## src/uts_pkg.sv

```systemverilog
/*
 * Shared constants and types of the serial port with its baud timer.
 * Assumes an 8-bit register port and a 4-bit register address.
 */
package uts_pkg;

	// Register offsets.
	localparam logic [3:0] A_CTRL = 4'h0;
	localparam logic [3:0] A_DATA = 4'h1;
	localparam logic [3:0] A_RELOAD = 4'h2;
	localparam logic [3:0] A_LOW = 4'h3;
	localparam logic [3:0] A_TCFG = 4'h4;
	localparam logic [3:0] A_STAT = 4'h5;
	localparam logic [3:0] A_MASK = 4'h6;

	// Field positions of serial_control_reg.
	localparam int B_MODE = 7;
	localparam int B_MCE = 5;
	localparam int B_REN = 4;
	localparam int B_TB8 = 3;
	localparam int B_RB8 = 2;
	localparam int B_TI = 1;
	localparam int B_RI = 0;

	// Field positions of the timer setup, status and mask registers.
	localparam int B_RUN = 0;
	localparam int B_SEL = 1;
	localparam int S_RX = 0;
	localparam int S_TX = 1;
	localparam int S_OVR = 2;
	localparam int N_STAT = 3;

	// Reset values.
	localparam logic [7:0] RELOAD_RST = 8'h00;
	localparam logic [2:0] MASK_RST = 3'h0;

	// Frame lengths and clock divider end counts.
	localparam logic [3:0] FRAME8 = 4'ha;
	localparam logic [3:0] FRAME9 = 4'hb;
	localparam logic [1:0] DIV4_LAST = 2'h3;
	localparam logic [3:0] DIV12_LAST = 4'hb;
	localparam logic [1:0] DIV48_LAST = 2'h3;
	localparam logic [2:0] OSC8_LAST = 3'h7;

	typedef enum logic [2:0] {
		CS_SYS = 3'h0,
		CS_DIV4 = 3'h1,
		CS_DIV12 = 3'h2,
		CS_DIV48 = 3'h3,
		CS_OSC8 = 3'h4,
		CS_PIN = 3'h5
	} uts_clksel_t;

	typedef enum logic [3:0] {
		RX_IDLE = 4'h1,
		RX_START = 4'h2,
		RX_DATA = 4'h4,
		RX_STOP = 4'h8
	} uts_rx_state_t;

endpackage

```

## src/uts_baud_if.sv

```systemverilog
/*
 * Signals between the port's register side and its baud timer.
 * Assumes both ends run on the one system clock.
 */
interface uts_baud_if;
	logic run;
	logic [2:0] sel;
	logic [7:0] reload;
	logic low_wr;
	logic [7:0] low_wdata;
	logic [7:0] low;
	logic tx_bit;
	logic rx_ovf;
	logic rx_restart;

	modport gen (input run, sel, reload, low_wr, low_wdata, rx_restart,
		output low, tx_bit, rx_ovf);
	modport user (output run, sel, reload, low_wr, low_wdata, rx_restart,
		input low, tx_bit, rx_ovf);
endinterface

```

## src/uts_baud.sv

```systemverilog
/*
 * Baud timer: clock prescaler, transmit timer, hidden receive timer.
 * Assumes external oscillator and timer pin are synchronous levels.
 */
module uts_baud (
	input wire logic i_clk,
	input wire logic i_rst_n,
	input wire logic i_ext_osc,
	input wire logic i_ext_pin,
	uts_baud_if.gen bif
);
	logic [1:0] c4_r;
	logic [3:0] c12_r;
	logic [1:0] q48_r;
	logic osc_q_r;
	logic pin_q_r;
	logic [2:0] osc_cnt_r;
	logic [7:0] tx_low_r;
	logic [7:0] rx_low_r;
	logic tx_half_r;
	logic tx_bit_r;
	logic rx_ovf_r;

	wire t4 = c4_r == uts_pkg::DIV4_LAST;
	wire t12 = c12_r == uts_pkg::DIV12_LAST;
	wire t48 = t12 && q48_r == uts_pkg::DIV48_LAST;
	wire osc_rise = i_ext_osc && !osc_q_r;
	wire t_osc = osc_rise && osc_cnt_r == uts_pkg::OSC8_LAST;
	wire t_pin = pin_q_r && !i_ext_pin;
	// The source choice only gates a tick; the timer itself never changes clock.
	wire tick = (bif.sel == uts_pkg::CS_SYS) || (bif.sel == uts_pkg::CS_DIV4 && t4)
		|| (bif.sel == uts_pkg::CS_DIV12 && t12) || (bif.sel == uts_pkg::CS_DIV48 && t48)
		|| (bif.sel == uts_pkg::CS_OSC8 && t_osc) || (bif.sel == uts_pkg::CS_PIN && t_pin);
	wire step = bif.run && tick;
	wire tx_ovf = step && tx_low_r == 8'hff;
	wire rx_ovf = step && rx_low_r == 8'hff;
	wire [7:0] tx_low_nxt = tx_ovf ? bif.reload : 8'(tx_low_r + 8'h01);
	wire [7:0] rx_low_nxt = rx_ovf ? bif.reload : 8'(rx_low_r + 8'h01);

	always_ff @(posedge i_clk or negedge i_rst_n) begin
		if (!i_rst_n) begin
			c4_r <= 2'h0;
			c12_r <= 4'h0;
			q48_r <= 2'h0;
			osc_q_r <= 1'b0;
			pin_q_r <= 1'b0;
			osc_cnt_r <= 3'h0;
		end else begin
			c4_r <= 2'(c4_r + 2'h1);
			c12_r <= t12 ? 4'h0 : 4'(c12_r + 4'h1);
			q48_r <= t12 ? 2'(q48_r + 2'h1) : q48_r;
			osc_q_r <= i_ext_osc;
			pin_q_r <= i_ext_pin;
			osc_cnt_r <= osc_rise ? 3'(osc_cnt_r + 3'h1) : osc_cnt_r;
		end
	end

	always_ff @(posedge i_clk or negedge i_rst_n) begin
		if (!i_rst_n) begin
			tx_low_r <= 8'h00;
			rx_low_r <= 8'h00;
			tx_half_r <= 1'b0;
			tx_bit_r <= 1'b0;
			rx_ovf_r <= 1'b0;
		end else begin
			tx_low_r <= bif.low_wr ? bif.low_wdata : (step ? tx_low_nxt : tx_low_r);
			rx_low_r <= bif.rx_restart ? bif.reload : (step ? rx_low_nxt : rx_low_r);
			tx_half_r <= tx_ovf ? !tx_half_r : tx_half_r;
			tx_bit_r <= tx_ovf && tx_half_r;
			rx_ovf_r <= rx_ovf && !bif.rx_restart;
		end
	end

	assign bif.low = tx_low_r;
	assign bif.tx_bit = tx_bit_r;
	assign bif.rx_ovf = rx_ovf_r;
endmodule

```

## src/uts_rx.sv

```systemverilog
/*
 * Receive shifter: finds the start edge, samples mid-bit, frames a byte.
 * Assumes the receive pin is synchronous and i_ovf is the receive timer overflow.
 */
module uts_rx (
	input wire logic i_clk,
	input wire logic i_rst_n,
	input wire logic i_rxd,
	input wire logic i_en,
	input wire logic i_nine,
	input wire logic i_ovf,
	output logic o_restart,
	output logic o_done,
	output logic [7:0] o_data,
	output logic o_bit9
);
	uts_pkg::uts_rx_state_t st_r, st_nxt;
	logic prev_r;
	logic half_r;
	logic [3:0] cnt_r;
	logic [8:0] sh_r;

	wire idle = st_r == uts_pkg::RX_IDLE;
	wire start_seen = idle && i_en && prev_r && !i_rxd;
	wire ovf = i_ovf && !o_restart;
	// Two overflows make one bit; the first after the start edge lands mid-bit.
	wire samp = ovf && half_r;
	wire last = cnt_r == (i_nine ? 4'h8 : 4'h7);
	wire in_frame = st_r == uts_pkg::RX_DATA || st_r == uts_pkg::RX_STOP;
	wire stop_samp = st_r == uts_pkg::RX_STOP && samp;

	always_comb begin
		st_nxt = st_r;
		case (st_r)
			uts_pkg::RX_IDLE: st_nxt = start_seen ? uts_pkg::RX_START : st_r;
			uts_pkg::RX_START: begin
				if (ovf) begin
					st_nxt = i_rxd ? uts_pkg::RX_IDLE : uts_pkg::RX_DATA;
				end
			end
			uts_pkg::RX_DATA: st_nxt = (samp && last) ? uts_pkg::RX_STOP : st_r;
			uts_pkg::RX_STOP: st_nxt = samp ? uts_pkg::RX_IDLE : st_r;
			default: st_nxt = uts_pkg::RX_IDLE;
		endcase
		if (!i_en) begin
			st_nxt = uts_pkg::RX_IDLE;
		end
	end

	always_ff @(posedge i_clk or negedge i_rst_n) begin
		if (!i_rst_n) begin
			st_r <= uts_pkg::RX_IDLE;
			prev_r <= 1'b1;
			half_r <= 1'b0;
			cnt_r <= 4'h0;
			sh_r <= 9'h000;
		end else begin
			st_r <= st_nxt;
			prev_r <= i_rxd;
			half_r <= in_frame ? (half_r ^ ovf) : 1'b0;
			cnt_r <= (st_r == uts_pkg::RX_DATA) ? 4'(cnt_r + {3'h0, samp}) : 4'h0;
			sh_r <= (st_r == uts_pkg::RX_DATA && samp) ? {i_rxd, sh_r[8:1]} : sh_r;
		end
	end

	always_ff @(posedge i_clk or negedge i_rst_n) begin
		if (!i_rst_n) begin
			o_restart <= 1'b0;
			o_done <= 1'b0;
			o_data <= 8'h00;
			o_bit9 <= 1'b0;
		end else begin
			o_restart <= start_seen;
			o_done <= stop_samp;
			o_data <= stop_samp ? (i_nine ? sh_r[7:0] : sh_r[8:1]) : o_data;
			o_bit9 <= stop_samp ? (i_nine ? sh_r[8] : i_rxd) : o_bit9;
		end
	end
endmodule

```

## src/uts_top.sv

```systemverilog
/*
 * Full-duplex serial port with baud timer and a plain register port.
 * Assumes a synchronous register master and synchronous serial and timer pins.
 */
// Overview of operation
// Full duplex, eight and nine bit frames only.
// Receiver keeps a buffer while shifting next byte.
// Data write loads transmitter, starts a frame.
// Data read returns receive buffer, never transmitter.
// Interrupt on transmit done or receive done.
// Software alone clears the done flags.
// Transmit timing from auto-reload low count overflows.
// Hidden receive counter shares the reload byte.
// Each overflow rate divided by two.
// Start edge forces receive timer reload.
// Six selectable baud timer clock sources.
// Software reloads for twice the bit rate.
// External oscillator feeds timer, system clock unchanged.
// Eight bit frame: start, data LSB first, stop.
// Nine bit frame carries programmable ninth bit.
// Load only when receive flag clear, filter.
// Transmit done set as stop bit begins.
// Interrupt is enabled OR of both flags and the status bits.
module uts_top (
	input wire logic i_clk_sys,
	input wire logic i_rst_n,
	input wire logic [3:0] i_addr,
	input wire logic [7:0] i_wdata,
	input wire logic i_wr,
	input wire logic i_rd,
	output logic [7:0] o_rdata,
	input wire logic i_rxd,
	output logic o_txd,
	input wire logic i_ext_osc,
	input wire logic i_baud_ext_input_pin,
	output logic o_irq
);
	logic rst_meta_r;
	logic rst_sync_r;

	always_ff @(posedge i_clk_sys or negedge i_rst_n) begin
		if (!i_rst_n) begin
			rst_meta_r <= 1'b0;
			rst_sync_r <= 1'b0;
		end else begin
			rst_meta_r <= 1'b1;
			rst_sync_r <= rst_meta_r;
		end
	end

	wire rst_n = rst_sync_r;

	logic mode_r;
	logic mce_r;
	logic ren_r;
	logic tb8_r;
	logic rb8_r;
	logic ti_r;
	logic ri_r;
	logic [7:0] rbuf_r;
	logic [7:0] reload_r;
	logic run_r;
	uts_pkg::uts_clksel_t sel_r;
	logic [2:0] stat_r;
	logic [2:0] mask_r;
	logic [10:0] tx_sh_r;
	logic [3:0] tx_cnt_r;

	logic rx_restart;
	logic rx_done;
	logic [7:0] rx_data;
	logic rx_bit9;

	uts_baud_if bif ();

	// Register decode.
	wire wr_ctrl = i_wr && i_addr == uts_pkg::A_CTRL;
	wire wr_data = i_wr && i_addr == uts_pkg::A_DATA;
	wire wr_reload = i_wr && i_addr == uts_pkg::A_RELOAD;
	wire wr_low = i_wr && i_addr == uts_pkg::A_LOW;
	wire wr_tcfg = i_wr && i_addr == uts_pkg::A_TCFG;
	wire wr_mask = i_wr && i_addr == uts_pkg::A_MASK;
	wire rd_stat = i_rd && i_addr == uts_pkg::A_STAT;

	wire [7:0] ctrl_view = {mode_r, 1'b1, mce_r, ren_r, tb8_r, rb8_r, ti_r, ri_r};
	wire [7:0] tcfg_view = {4'h0, sel_r, run_r};

	// Unmapped offsets read as zero.
	wire [7:0] rd_mux =
		(i_addr == uts_pkg::A_CTRL) ? ctrl_view :
		(i_addr == uts_pkg::A_DATA) ? rbuf_r :
		(i_addr == uts_pkg::A_RELOAD) ? reload_r :
		(i_addr == uts_pkg::A_LOW) ? bif.low :
		(i_addr == uts_pkg::A_TCFG) ? tcfg_view :
		(i_addr == uts_pkg::A_STAT) ? {5'h00, stat_r} :
		(i_addr == uts_pkg::A_MASK) ? {5'h00, mask_r} :
		8'h00;

	// Receive acceptance.
	wire rx_ok = rx_done && !ri_r && (!mce_r || rx_bit9);
	wire rx_lost = rx_done && ri_r;

	// Transmit frame build and shift.
	wire [3:0] tx_full = mode_r ? uts_pkg::FRAME9 : uts_pkg::FRAME8;
	wire [10:0] tx_frame = {1'b1, mode_r ? tb8_r : 1'b1, i_wdata, 1'b0};
	wire tx_step = bif.tx_bit && tx_cnt_r != 4'h0;
	wire ti_set = tx_step && tx_cnt_r == 4'h1 && !wr_data;

	// Next values of the flags; a hardware set beats a software clear.
	wire ti_nxt = ti_set || (wr_ctrl ? i_wdata[uts_pkg::B_TI] : ti_r);
	wire ri_nxt = rx_ok || (wr_ctrl ? i_wdata[uts_pkg::B_RI] : ri_r);
	wire rb8_nxt = rx_ok ? rx_bit9 : (wr_ctrl ? i_wdata[uts_pkg::B_RB8] : rb8_r);
	wire [7:0] rbuf_nxt = rx_ok ? rx_data : rbuf_r;

	wire [2:0] stat_ev = {rx_lost, ti_set, rx_ok};
	wire [2:0] stat_nxt;

	genvar gi;
	generate
		for (gi = 0; gi < uts_pkg::N_STAT; gi++) begin : g_stat
			assign stat_nxt[gi] = stat_ev[gi] || (!rd_stat && stat_r[gi]);
		end
	endgenerate

	wire irq_nxt = |(stat_r & mask_r)
		|| (ti_r && mask_r[uts_pkg::S_TX])
		|| (ri_r && mask_r[uts_pkg::S_RX]);

	// Baud timer wiring.
	assign bif.run = run_r;
	assign bif.sel = sel_r;
	assign bif.reload = reload_r;
	assign bif.low_wr = wr_low;
	assign bif.low_wdata = i_wdata;
	assign bif.rx_restart = rx_restart;

	uts_baud u_baud (
		.i_clk(i_clk_sys),
		.i_rst_n(rst_n),
		.i_ext_osc(i_ext_osc),
		.i_ext_pin(i_baud_ext_input_pin),
		.bif(bif)
	);

	uts_rx u_rx (
		.i_clk(i_clk_sys),
		.i_rst_n(rst_n),
		.i_rxd(i_rxd),
		.i_en(ren_r),
		.i_nine(mode_r),
		.i_ovf(bif.rx_ovf),
		.o_restart(rx_restart),
		.o_done(rx_done),
		.o_data(rx_data),
		.o_bit9(rx_bit9)
	);

	// Control register.
	always_ff @(posedge i_clk_sys or negedge rst_n) begin
		if (!rst_n) begin
			mode_r <= 1'b0;
			mce_r <= 1'b0;
			ren_r <= 1'b0;
			tb8_r <= 1'b0;
		end else if (wr_ctrl) begin
			mode_r <= i_wdata[uts_pkg::B_MODE];
			mce_r <= i_wdata[uts_pkg::B_MCE];
			ren_r <= i_wdata[uts_pkg::B_REN];
			tb8_r <= i_wdata[uts_pkg::B_TB8];
		end
	end

	// Flags and receive buffer.
	always_ff @(posedge i_clk_sys or negedge rst_n) begin
		if (!rst_n) begin
			ti_r <= 1'b0;
			ri_r <= 1'b0;
			rb8_r <= 1'b0;
			rbuf_r <= 8'h00;
		end else begin
			ti_r <= ti_nxt;
			ri_r <= ri_nxt;
			rb8_r <= rb8_nxt;
			rbuf_r <= rbuf_nxt;
		end
	end

	// Timer setup.
	always_ff @(posedge i_clk_sys or negedge rst_n) begin
		if (!rst_n) begin
			reload_r <= uts_pkg::RELOAD_RST;
			run_r <= 1'b0;
			sel_r <= uts_pkg::CS_SYS;
		end else begin
			reload_r <= wr_reload ? i_wdata : reload_r;
			run_r <= wr_tcfg ? i_wdata[uts_pkg::B_RUN] : run_r;
			if (wr_tcfg) begin
				sel_r <= uts_pkg::uts_clksel_t'(i_wdata[uts_pkg::B_SEL +: 3]);
			end
		end
	end

	// Status, mask, interrupt and read port.
	always_ff @(posedge i_clk_sys or negedge rst_n) begin
		if (!rst_n) begin
			stat_r <= 3'h0;
			mask_r <= uts_pkg::MASK_RST;
			o_irq <= 1'b0;
			o_rdata <= 8'h00;
		end else begin
			stat_r <= stat_nxt;
			mask_r <= wr_mask ? i_wdata[2:0] : mask_r;
			o_irq <= irq_nxt;
			o_rdata <= i_rd ? rd_mux : 8'h00;
		end
	end

	// Transmitter. A write mid-frame restarts it with the new byte.
	always_ff @(posedge i_clk_sys or negedge rst_n) begin
		if (!rst_n) begin
			tx_sh_r <= 11'h7ff;
			tx_cnt_r <= 4'h0;
			o_txd <= 1'b1;
		end else if (wr_data) begin
			tx_sh_r <= tx_frame;
			tx_cnt_r <= tx_full;
			o_txd <= 1'b1;
		end else if (tx_step) begin
			o_txd <= tx_sh_r[0];
			tx_sh_r <= {1'b1, tx_sh_r[10:1]};
			tx_cnt_r <= 4'(tx_cnt_r - 4'h1);
		end
	end
endmodule

```

## config.mk

```make
export PLATFORM = sky130hd
export DESIGN_NAME = uts_top
export DESIGN_NICKNAME = d
export VERILOG_FILES = /design/src/uts_pkg.sv /design/src/uts_baud_if.sv /design/src/uts_baud.sv /design/src/uts_rx.sv /design/src/uts_top.sv
export SDC_FILE = /design/constraint.sdc
export NUM_CORES = 1
export LEC_CHECK = 0
export ABC_CLOCK_PERIOD_IN_PS = 9900
export BUFFER_PORTS_ARGS = -buffer_cell sky130_fd_sc_hd__clkbuf_2
export CAP_MARGIN = 0
export CORE_MARGIN = 2
export CORE_UTILIZATION = 41
export DETAILED_ROUTE_END_ITERATION = 8
export PLACE_DENSITY = 0.66
export SETUP_SLACK_MARGIN = 0.05
export SKIP_CTS_REPAIR_TIMING = 1
export SLEW_MARGIN = 15
export SYNTH_ARGS = -nofsm -noshare
export SYNTH_HDL_FRONTEND = slang
export SYNTH_SLANG_ARGS = --single-unit
```

## constraint.sdc

```tcl
create_clock -name i_clk_sys -period 9.9 [get_ports i_clk_sys]
set_input_delay 1.485 -clock i_clk_sys [delete_from_list [all_inputs] [get_ports i_clk_sys]]
set_output_delay 1.485 -clock i_clk_sys [all_outputs]
set_load 0.01 [all_outputs]
```

==> reports/results.ini, run 1 <==
[run_status]
status = finished, final reports clean

[global_routing]
grt_pass1_vias = 4091
gr-usage-met1 = 0.231
grt_first_pass_wirelength_um = 20700
grt-ovfl-total = 0
top_usage_layer = met2
antenna_found_initial = 2
track_usage = 0.181
grt_max_degree = 73
use_met3 = 0.0604
grt_use_met2 = 0.286

[clocking]
cts_buffer_depth = 2
clkTransAtPathRegs_ps = 50
clock_latency_ps = 420
clock_sinks = 121
clock_tree.htree_level_count = 4
tritoncts = done
cts_root_buf = clkbuf_16
cts_buffers = 17

[cells_and_area]
drive_above_1_share = 0.228
area_delta_synth_final_pct = 16.1
final_core_util = 0.487
final_nets = 585
post-route-cell-area_sq_um = 6730
num-fill-cells = 1211
antenna_cells = 0

[yosys]
ys.flop_type = dfrtp_1
ys_async_sr_fraction = 1.00
syn-num-nets = 555
netlist_instances = 524
ys_warn_count = 0
syn_area_sq_um = 5790
synth_area_per_cell_sq_um = 11.1
synth_cell_types = 69
synth_edf_count = 0
yosysSeqAreaShare = 0.525
ys_ff_latch = 121

[die]
initial_utilization = 0.419
die_h_um = 123
fp.dieW_um = 123
num_io_pins = 29
coreArea_sq_um = 13800
rows = 43
die-area_sq_um = 15100

[setup_path]
cp-start-kind = input pin
worstPathArrival_ps = 3490
timing.rr.end = u_baud.bif.low[1]
crit_fanout = 23
required_ps = 10240
worst-r2r-cell-count = 6
r2r_slack_ps = 7820
end_kind = register
worstSetupPathType = input pin to register
rr_startpoint = u_baud.bif.low[0]

[sta]
worst_pin_slew_ps = 899
drv_slew = 0
fmax_ghz = 0.317
relSlewSlack = 0.401
final_hold_viol_count = 0
layout_worst_path_cycle_share = 0.319
fin_ws_ps = 6740
tns_ps = 0
setup_viol = 0
layout_min_cycle_time_ps = 3160
finalClockSkew_ps = 10.3
rsz0062_at_grt = no

[place]
numPortBuffers = 28
routabilityCongestion = 0.876
place_ws_ps = 6320
dpl.hpwl_um = 8890
place_area_sq_um = 6070

[power_and_ir_drop]
ir_drop_mv = 0.117
p_leak_uw = 0.00318
power_density_nw_per_um2 = 230

[drt]
ant_nets = 0
dr.first_iter.drc_count = 330
vias = 4156
vias_per_cell = 5.56
wire_per_inst_um = 16.8
drc = 0
postRouteWirelength_um = 12600
dr.pass1.iters = 5

[worst_hold_path]
hold_path.class = register to asynchronous set/reset pin

[job]
drv_cap = 0

==> report_power, final <==
group / switching [uW] / leakage, uW / internal [uW]
combinational: 100 / 0.00132 / 106
clock: 218 / 0.000324 / 459
sequential: 91.8 / 0.00154 / 573
total: 410 / 0.00318 / 1140
==> worst max-delay path: stages <==
cell and delay (ps):
clkbuf_2 270, nor3_1 530, nand3_1 660, o32a_1 540
==> registers in the layout, indices dropped and copies added (netlist names), 8 cells and up <==
| signal | cells |
|---|---|
| u_baud.rx_low_r | 8 |
| u_rx.sh_r | 9 |
| u_baud.bif.low | 8 |
| tx_sh_r | 10 |
| u_rx.o_data | 8 |
| bif.reload | 8 |
| rbuf_r | 8 |
| o_rdata | 8 |
==> through the flow <==
stage	total power (uW)	cells	hold WS, ps
global placement	863	715	336
global route	1620	747	353
detailed placement	877	715	338
CTS	1560	747	350
floorplan	810	524	331
finish	1550	747	340
==> worst max-delay path by stage <==
stage	startpoint	to	slack, ps	cells after the start
after floorplan	rst_n	bif.reload[0]	6300	0
after global placement	i_addr[1]	tx_sh_r[9]	6400	4
after detailed placement	i_addr[1]	tx_sh_r[9]	6320	4
after CTS	i_addr[1]	ti_r	6740	5
after global routing	i_addr[1]	ti_r	6570	5
final	i_addr[1]	tx_sh_r[9]	6740	4
==> cell families (layout without fill, tap and decap cells) <==
| family | Yosys count | in the layout | synth area share |
|---|---|---|---|
| compound gates | 101 | 101 | 0.123 |
| xor+xnor | 11 | 11 | 0.0166 |
| fa+ha+maj | 12 | 12 | 0.0259 |
| buf+inv | 36 | 79 | 0.0289 |
| flops | 121 | 121 | 0.525 |
| mux | 62 | 62 | 0.122 |
| other cells | 1 | 1 | 0.000647 |
| simple gates | 180 | 180 | 0.157 |
==> cell usage in the layout (no fill, tap or decap), types with 5 or more instances in the layout <==
master,n
nand2_1,65
a21oi_1,17
inv_1,17
a211o_1,5
and3_1,15
nor2b_1,8
dfstp_2,13
nand3_1,15
dfrtp_1,107
mux2i_1,18
o21ai_0,28
nand2b_1,9
clkbuf_2,28
clkbuf_16,17
mux2_2,41
ha_1,12
nor2_1,29
bufinv_16,5
a31oi_1,12
xnor2_1,7
nor3_1,9
==> cell type report <==
| class | count | area (sq um) | share of cell area |
|---|---|---|---|
| timing repair buffer | 30 | 155 | 0.0231 |
| multi-input combinational | 367 | 2580 | 0.384 |
| clock inverter | 12 | 196 | 0.0292 |
| inverter | 17 | 63.8 | 0.00948 |
| clock buffer | 20 | 457 | 0.0679 |
| sequential | 121 | 3050 | 0.453 |
| tap | 180 | 225 | 0.0335 |
==> routing by layer <==
layer  vias up  part of all wire
met4         4             0.018
met1      2030              0.44
met5         -            0.0022
met2       140              0.47
met3        24             0.067
li1       1958                 -
==> cell usage after synthesis (3+ instances only) <==
library cell / instances / share of area
dfrtp_1: 108 / 0.47
nand2_1: 65 / 0.042
mux2_2: 41 / 0.080
nor2_1: 29 / 0.019
o21ai_0: 28 / 0.024
mux2i_1: 18 / 0.031
a21oi_1: 17 / 0.015
inv_1: 17 / 0.011
and3_1: 15 / 0.016
nand3_1: 15 / 0.013
dfstp_2: 13 / 0.059
a31oi_1: 12 / 0.013
ha_1: 12 / 0.026
clkbuf_1: 9 / 0.0058
nand2b_1: 9 / 0.0097
nor3_1: 9 / 0.0078
nor2b_1: 8 / 0.0086
xnor2_1: 7 / 0.011
a211o_1: 5 / 0.0076
buf_2: 5 / 0.0043
a22oi_1: 4 / 0.0052
and4_1: 4 / 0.0060
nand4_1: 4 / 0.0043
o211ai_1: 4 / 0.0052
o22ai_1: 4 / 0.0043
xor2_1: 4 / 0.0060
a22o_1: 3 / 0.0045
and2_1: 3 / 0.0032
mux4_2: 3 / 0.012
nor3b_1: 3 / 0.0039
nor4_1: 3 / 0.0032
nor4b_1: 3 / 0.0045
Power figures use the tool's default switching activity.
==> inputs of run 2 (changes only) <==
--- a/config.mk
+++ b/config.mk
@@ -5,7 +5,7 @@
 export SDC_FILE = /design/constraint.sdc
 export NUM_CORES = 1
 export LEC_CHECK = 0
-export ABC_CLOCK_PERIOD_IN_PS = 9900
+export ABC_CLOCK_PERIOD_IN_PS = 3050
 export BUFFER_PORTS_ARGS = -buffer_cell sky130_fd_sc_hd__clkbuf_2
 export CAP_MARGIN = 0
 export CORE_MARGIN = 2
==> constraint.sdc (replaced) <==
create_clock -name i_clk_sys -period 3.05 [get_ports i_clk_sys]
set_input_delay 0.4575 -clock i_clk_sys [delete_from_list [all_inputs] [get_ports i_clk_sys]]
set_output_delay 0.4575 -clock i_clk_sys [all_outputs]
set_load 0.01 [all_outputs]
==> run 2 against run 1 <==
Critical path depth grew 2. Sequential cell count did not move. Largest power group unchanged. Register-to-register slack worse by 6800 ps. Combinational power grew to 3.3 times the previous value. Non-clock buffer count rose by 4. Final cell count is 0.54% higher.
==> reports/results.ini, run 2 (synthesized netlist as in run 1, its figures left out) <==
[setup_path]
worstSetupPathType = register to register
worstPathArrival_ps = 2330
rr_startpoint = u_baud.bif.low[0]
crit_fanout = 6
path_buf_inv = 0
required_ps = 3330
cp-start-kind = register
end_kind = register
crit_chain = ha_1 -> and3_1 -> and2_1 -> mux2_2 -> mux2i_1 -> o21ai_0
worst-r2r-cell-count = 6
timing.rr.end = u_baud.bif.low[1]
cp_slowest_cell = dfrtp_1
path_delay_family = simple AND/OR/NAND/NOR gates
r2r_slack_ps = 1000
max_stage_delay_ps = 440

[sta]
rsz0062_at_grt = no
worst_pin_slew_ps = 834
layout_min_cycle_time_ps = 2050
layout_worst_path_cycle_share = 0.673
setup_viol = 0
drv_slew = 0
relSlewSlack = 0.444
final_hold_viol_count = 0
fmax_ghz = 0.487
finalClockSkew_ps = 8.41
tns_ps = 0

[drt]
wire_per_inst_um = 17.2
drc = 0
vias = 4124
ant_nets = 0
dr.pass1.iters = 6
postRouteWirelength_um = 12900
dr.first_iter.drc_count = 374
vias_per_cell = 5.49

[worst_hold_path]
hold_end = u_baud.pin_q_r
hold_path.class = input pin to register
hold_path_depth = 1
min_from = i_baud_ext_input_pin

[cells_and_area]
finalNonFillerCells = 751
final_nets = 589
regMostFlops = tx_sh_r
antenna_cells = 0
largest_reg_flops = 10
area_delta_synth_final_pct = 16.6
layout_commonest_cell = dfrtp_1
layout_common_cells = 107 x dfrtp_1, 65 x nand2_1, 41 x mux2_2
reg_top3 = tx_sh_r x10, u_rx.sh_r x9
drive_above_1_share = 0.229
final_core_util = 0.488

[clocking]
clock_tree.htree_level_count = 4
cts_buffer_depth = 2
cts_root_buf = clkbuf_16
clock_latency_ps = 420
clock_sinks = 121
tritoncts = done
cts_buffers = 17
clkTransAtPathRegs_ps = 50

[power_and_ir_drop]
p_leak_uw = 0.00318
power_uw = 4990
power_density_nw_per_um2 = 739
ir_drop_mv = 0.435

[die]
die-area_sq_um = 15100
initial_utilization = 0.419
die_h_um = 123
coreArea_sq_um = 13800
fp.dieW_um = 123
rows = 43
num_io_pins = 29

[run_status]
status = finished, final reports clean

[place]
dpl.hpwl_um = 8970
dp_cells = 718
routabilityCongestion = 0.961
numPortBuffers = 28

[global_routing]
track_usage = 0.185
grt_first_pass_wirelength_um = 21100
grt-ovfl-total = 0
grt_pass1_vias = 4125
antenna_found_initial = 1
grt_max_degree = 64

[job]
drv_cap = 0

run 2: cell types whose count changed in the layout (fill, tap and decap cells not counted), sizes merged:
cell / previous run / this run
buf: 2 / 5
clkinv: 7 / 5
clkbuf: 48 / 47
dlygate4sd3: 0 / 1
clkinvlp: 0 / 3
run 2: worst max-delay path by stage:
stage	to	slack, ps	cells past startpoint	start
after floorplan	bif.reload[0]	1040	0	rst_n
after global placement	ri_r	1050	4	i_addr[1]
after detailed placement	ri_r	950	4	i_addr[1]
after CTS	u_baud.rx_low_r[0]	1020	6	u_baud.c12_r[0]
after global routing	u_baud.rx_low_r[7]	830	6	u_baud.rx_low_r[0]
final	u_baud.bif.low[1]	1000	6	u_baud.bif.low[0]
run 2: where the power goes:
group	leakage, uW	internal (uW)	total [uW]	switching (uW)
Clock	0.000303	1440	2160	716
Combinational	0.00134	348	680	333
Sequential	0.00154	1860	2150	295
run 2: area by class of cell:
class                           count  area (sq um)
Sequential cell                   121          3050
Clock inverter                     13           201
Inverter                           17          63.8
Fill cell                        1199          7070
Tap cell                          180           225
Multi-Input combinational cell    367          2580
Clock buffer                       19           433
Timing Repair Buffer               34           200
run 2: worst reg2reg max path: stages (launching register included):
cell and delay (ps):
dfrtp_1 440, ha_1 270, and3_1 290, and2_1 320, mux2_2 370, mux2i_1 130
o21ai_0 100
run 2: metal layers:
layer	global-route usage	share of wire	wire, um	vias up
met5	0	0.00085	11	-
met2	0.285	0.47	6090	96
met3	0.0544	0.051	664	33
met1	0.236	0.45	5740	2021
li1	-	-	-	1972
met4	0.0948	0.031	396	2
run 2: stage by stage:
| step | worst slack [ps] | cell area [sq um] | hold WS [ps] |
|---|---|---|---|
| after detailed placement | 953 | 6110 | 244 |
| after CTS | 1020 | 6740 | -198 |
| after global routing | 829 | 6750 | 154 |
| after floorplan | 1040 | 5800 | 162 |
| after global placement | 1050 | 6110 | 242 |
| final | 997 | 6750 | 171 |
==> inputs of run 3 (changes only) <==
--- a/config.mk
+++ b/config.mk
@@ -5,7 +5,7 @@
 export SDC_FILE = /design/constraint.sdc
 export NUM_CORES = 1
 export LEC_CHECK = 0
-export ABC_CLOCK_PERIOD_IN_PS = 3050
+export ABC_CLOCK_PERIOD_IN_PS = 1990
 export BUFFER_PORTS_ARGS = -buffer_cell sky130_fd_sc_hd__clkbuf_2
 export CAP_MARGIN = 0
 export CORE_MARGIN = 2
==> constraint.sdc (replaced) <==
create_clock -name i_clk_sys -period 1.99 [get_ports i_clk_sys]
set_input_delay 0.2985 -clock i_clk_sys [delete_from_list [all_inputs] [get_ports i_clk_sys]]
set_output_delay 0.2985 -clock i_clk_sys [all_outputs]
set_load 0.01 [all_outputs]
==> run 3 against run 2 <==
Core utilization increased by 1.5 points. Via count rose by 4.1%. Combinational power is 79% higher. Final cell count is 2.4% higher. Largest power group is now sequential cells. Critical path type unchanged. Clock skew fell by 3.1 ps. Sequential cell count did not move. Global-route usage grew 0.24 points. Critical endpoint is now u_baud.bif.low[6]. Largest cell class unchanged.
==> reports/results.ini, run 3 (synthesized netlist as in run 1, its figures left out) <==
[run_status]
status = finished, final reports clean

[global_routing]
top_usage_layer = met2
use_met3 = 0.0507
track_usage = 0.187
gr-usage-met1 = 0.253
grt_first_pass_wirelength_um = 21500
grt_use_met2 = 0.289
grt_max_degree = 38
antenna_found_initial = 0
grt-ovfl-total = 0
grt_pass1_vias = 4172

[power_and_ir_drop]
internal_power_uw = 5600
switching_power_uw = 2060
comb_power_share = 0.159
swShare = 0.268
pwr-share-seq = 0.427
p_leak_uw = 0.00330
power_density_nw_per_um2 = 1100
ir_drop_mv = 0.648
power_frac_clock = 0.414

[setup_path]
cpMostUsedCell = ha_1
crit_fanout = 11
worstSetupPathType = register to register
end_kind = register
worstPathArrival_ps = 2210
crit_chain = ha_1 -> ha_1 -> a211o_4 -> and2_4 -> a41o_1 -> a22o_1
cp_slowest_cell = dfrtp_1
worst-r2r-cell-count = 6
required_ps = 2290
path_buf_inv = 0
rr_startpoint = u_baud.osc_cnt_r[0]
r2r_slack_ps = 80
timing.rr.end = u_baud.bif.low[6]
cp-start-kind = register
max_stage_delay_ps = 390
crit_cells = 6
path_delay_family = compound AO/OA/AOI/OAI gates

[clocking]
clkTransAtPathRegs_ps = 50
cts_root_buf = clkbuf_16
tritoncts = done
cts_buffers = 17
clock_tree.htree_level_count = 4
clock_sinks = 121
cts_buffer_depth = 2
clock_latency_ps = 410

[drt]
drc = 0
vias = 4293
postRouteWirelength_um = 13200
dr.pass1.iters = 5
dr.first_iter.drc_count = 258
ant_nets = 0
wire_per_inst_um = 17.2
vias_per_cell = 5.58

[place]
place_area_sq_um = 6220
place_ws_ps = -2.99
numPortBuffers = 28
dpl.hpwl_um = 9310
routabilityCongestion = 0.882

[sta]
layout_worst_path_cycle_share = 0.960
final_hold_viol_count = 0
layout_min_cycle_time_ps = 1910
fin_ws_ps = 79.5
setup_viol = 0
timing.hold.ws_ps = 27.7
relSlewSlack = 0.600
fmax_ghz = 0.523
worst_pin_slew_ps = 600
finalClockSkew_ps = 5.29
rsz0062_at_grt = yes
drv_slew = 0

[die]
fp.dieW_um = 123
rows = 43
die-area_sq_um = 15100
num_io_pins = 29
die_h_um = 123
initial_utilization = 0.419
coreArea_sq_um = 13800

[cells_and_area]
regMostFlops = tx_sh_r
antenna_cells = 0
reg_top3 = tx_sh_r x10, u_rx.sh_r x9
post-route-cell-area_sq_um = 6960
layout_common_cells = 107 x dfrtp_1, 65 x nand2_1, 41 x mux2_2
drive_above_1_share = 0.261
largest_reg_flops = 10
final_core_util = 0.504
layout_commonest_cell = dfrtp_1
area_delta_synth_final_pct = 20.2
final_nets = 607

[worst_hold_path]
hold_path_depth = 1
hold_end = u_baud.osc_q_r
min_from = i_ext_osc
hold_path.class = input pin to register

[job]
drv_cap = 0

run 3: worst max-delay path by stage:
stage | start | to | slack (ps)
detailed placement | u_baud.c12_r[0] | u_baud.rx_low_r[0] | -3
CTS | u_baud.c12_r[0] | u_baud.rx_low_r[0] | -10
global placement | u_baud.c12_r[0] | u_baud.rx_low_r[0] | 80
global route | u_baud.osc_cnt_r[0] | u_baud.bif.low[6] | 30
floorplan | u_baud.bif.low[0] | u_baud.bif.low[1] | 180
finish | u_baud.osc_cnt_r[0] | u_baud.bif.low[6] | 80
run 3: power groups by stage:
stage          Clock (uW)  Sequential, uW  Combinational, uW
5_1_grt              3330            3320               1350
4_1_cts              3230            3250               1130
3_5_place_dp            0            3290               1120
6_report             3170            3270               1220
2_1_floorplan           0            3190                846
3_3_place_gp            0            3260               1070
run 3: final cells by class:
| class | count | area [sq um] |
|---|---|---|
| clock inverters | 8 | 115 |
| repair buffers | 49 | 353 |
| clock buffers | 24 | 502 |
| multi-input cells | 370 | 2660 |
| well taps | 180 | 225 |
| inverters | 17 | 63.8 |
| flip-flops and latches | 121 | 3050 |
| fillers | 1226 | 6860 |
run 3: through the flow:
step                      total power, uW  instances  setup TNS (ps)
after floorplan                      4030        524               0
after global placement               4330        730               0
after detailed placement             4410        730           -2.99
after CTS                            7620        762           -11.4
after global routing                 8000        769               0
final                                7660        769               0
run 3: metal layers:
layer	vias up	part of all wire
met5	-	0
met4	0	0.017
met3	21	0.059
met2	140	0.48
met1	2123	0.44
li1	2009	-
run 3: worst reg2reg max path, stage by stage (launching register included):
cell,delay (ps)
dfrtp_1,390
ha_1,210
ha_1,190
a211o_4,380
and2_4,200
a41o_1,250
a22o_1,180
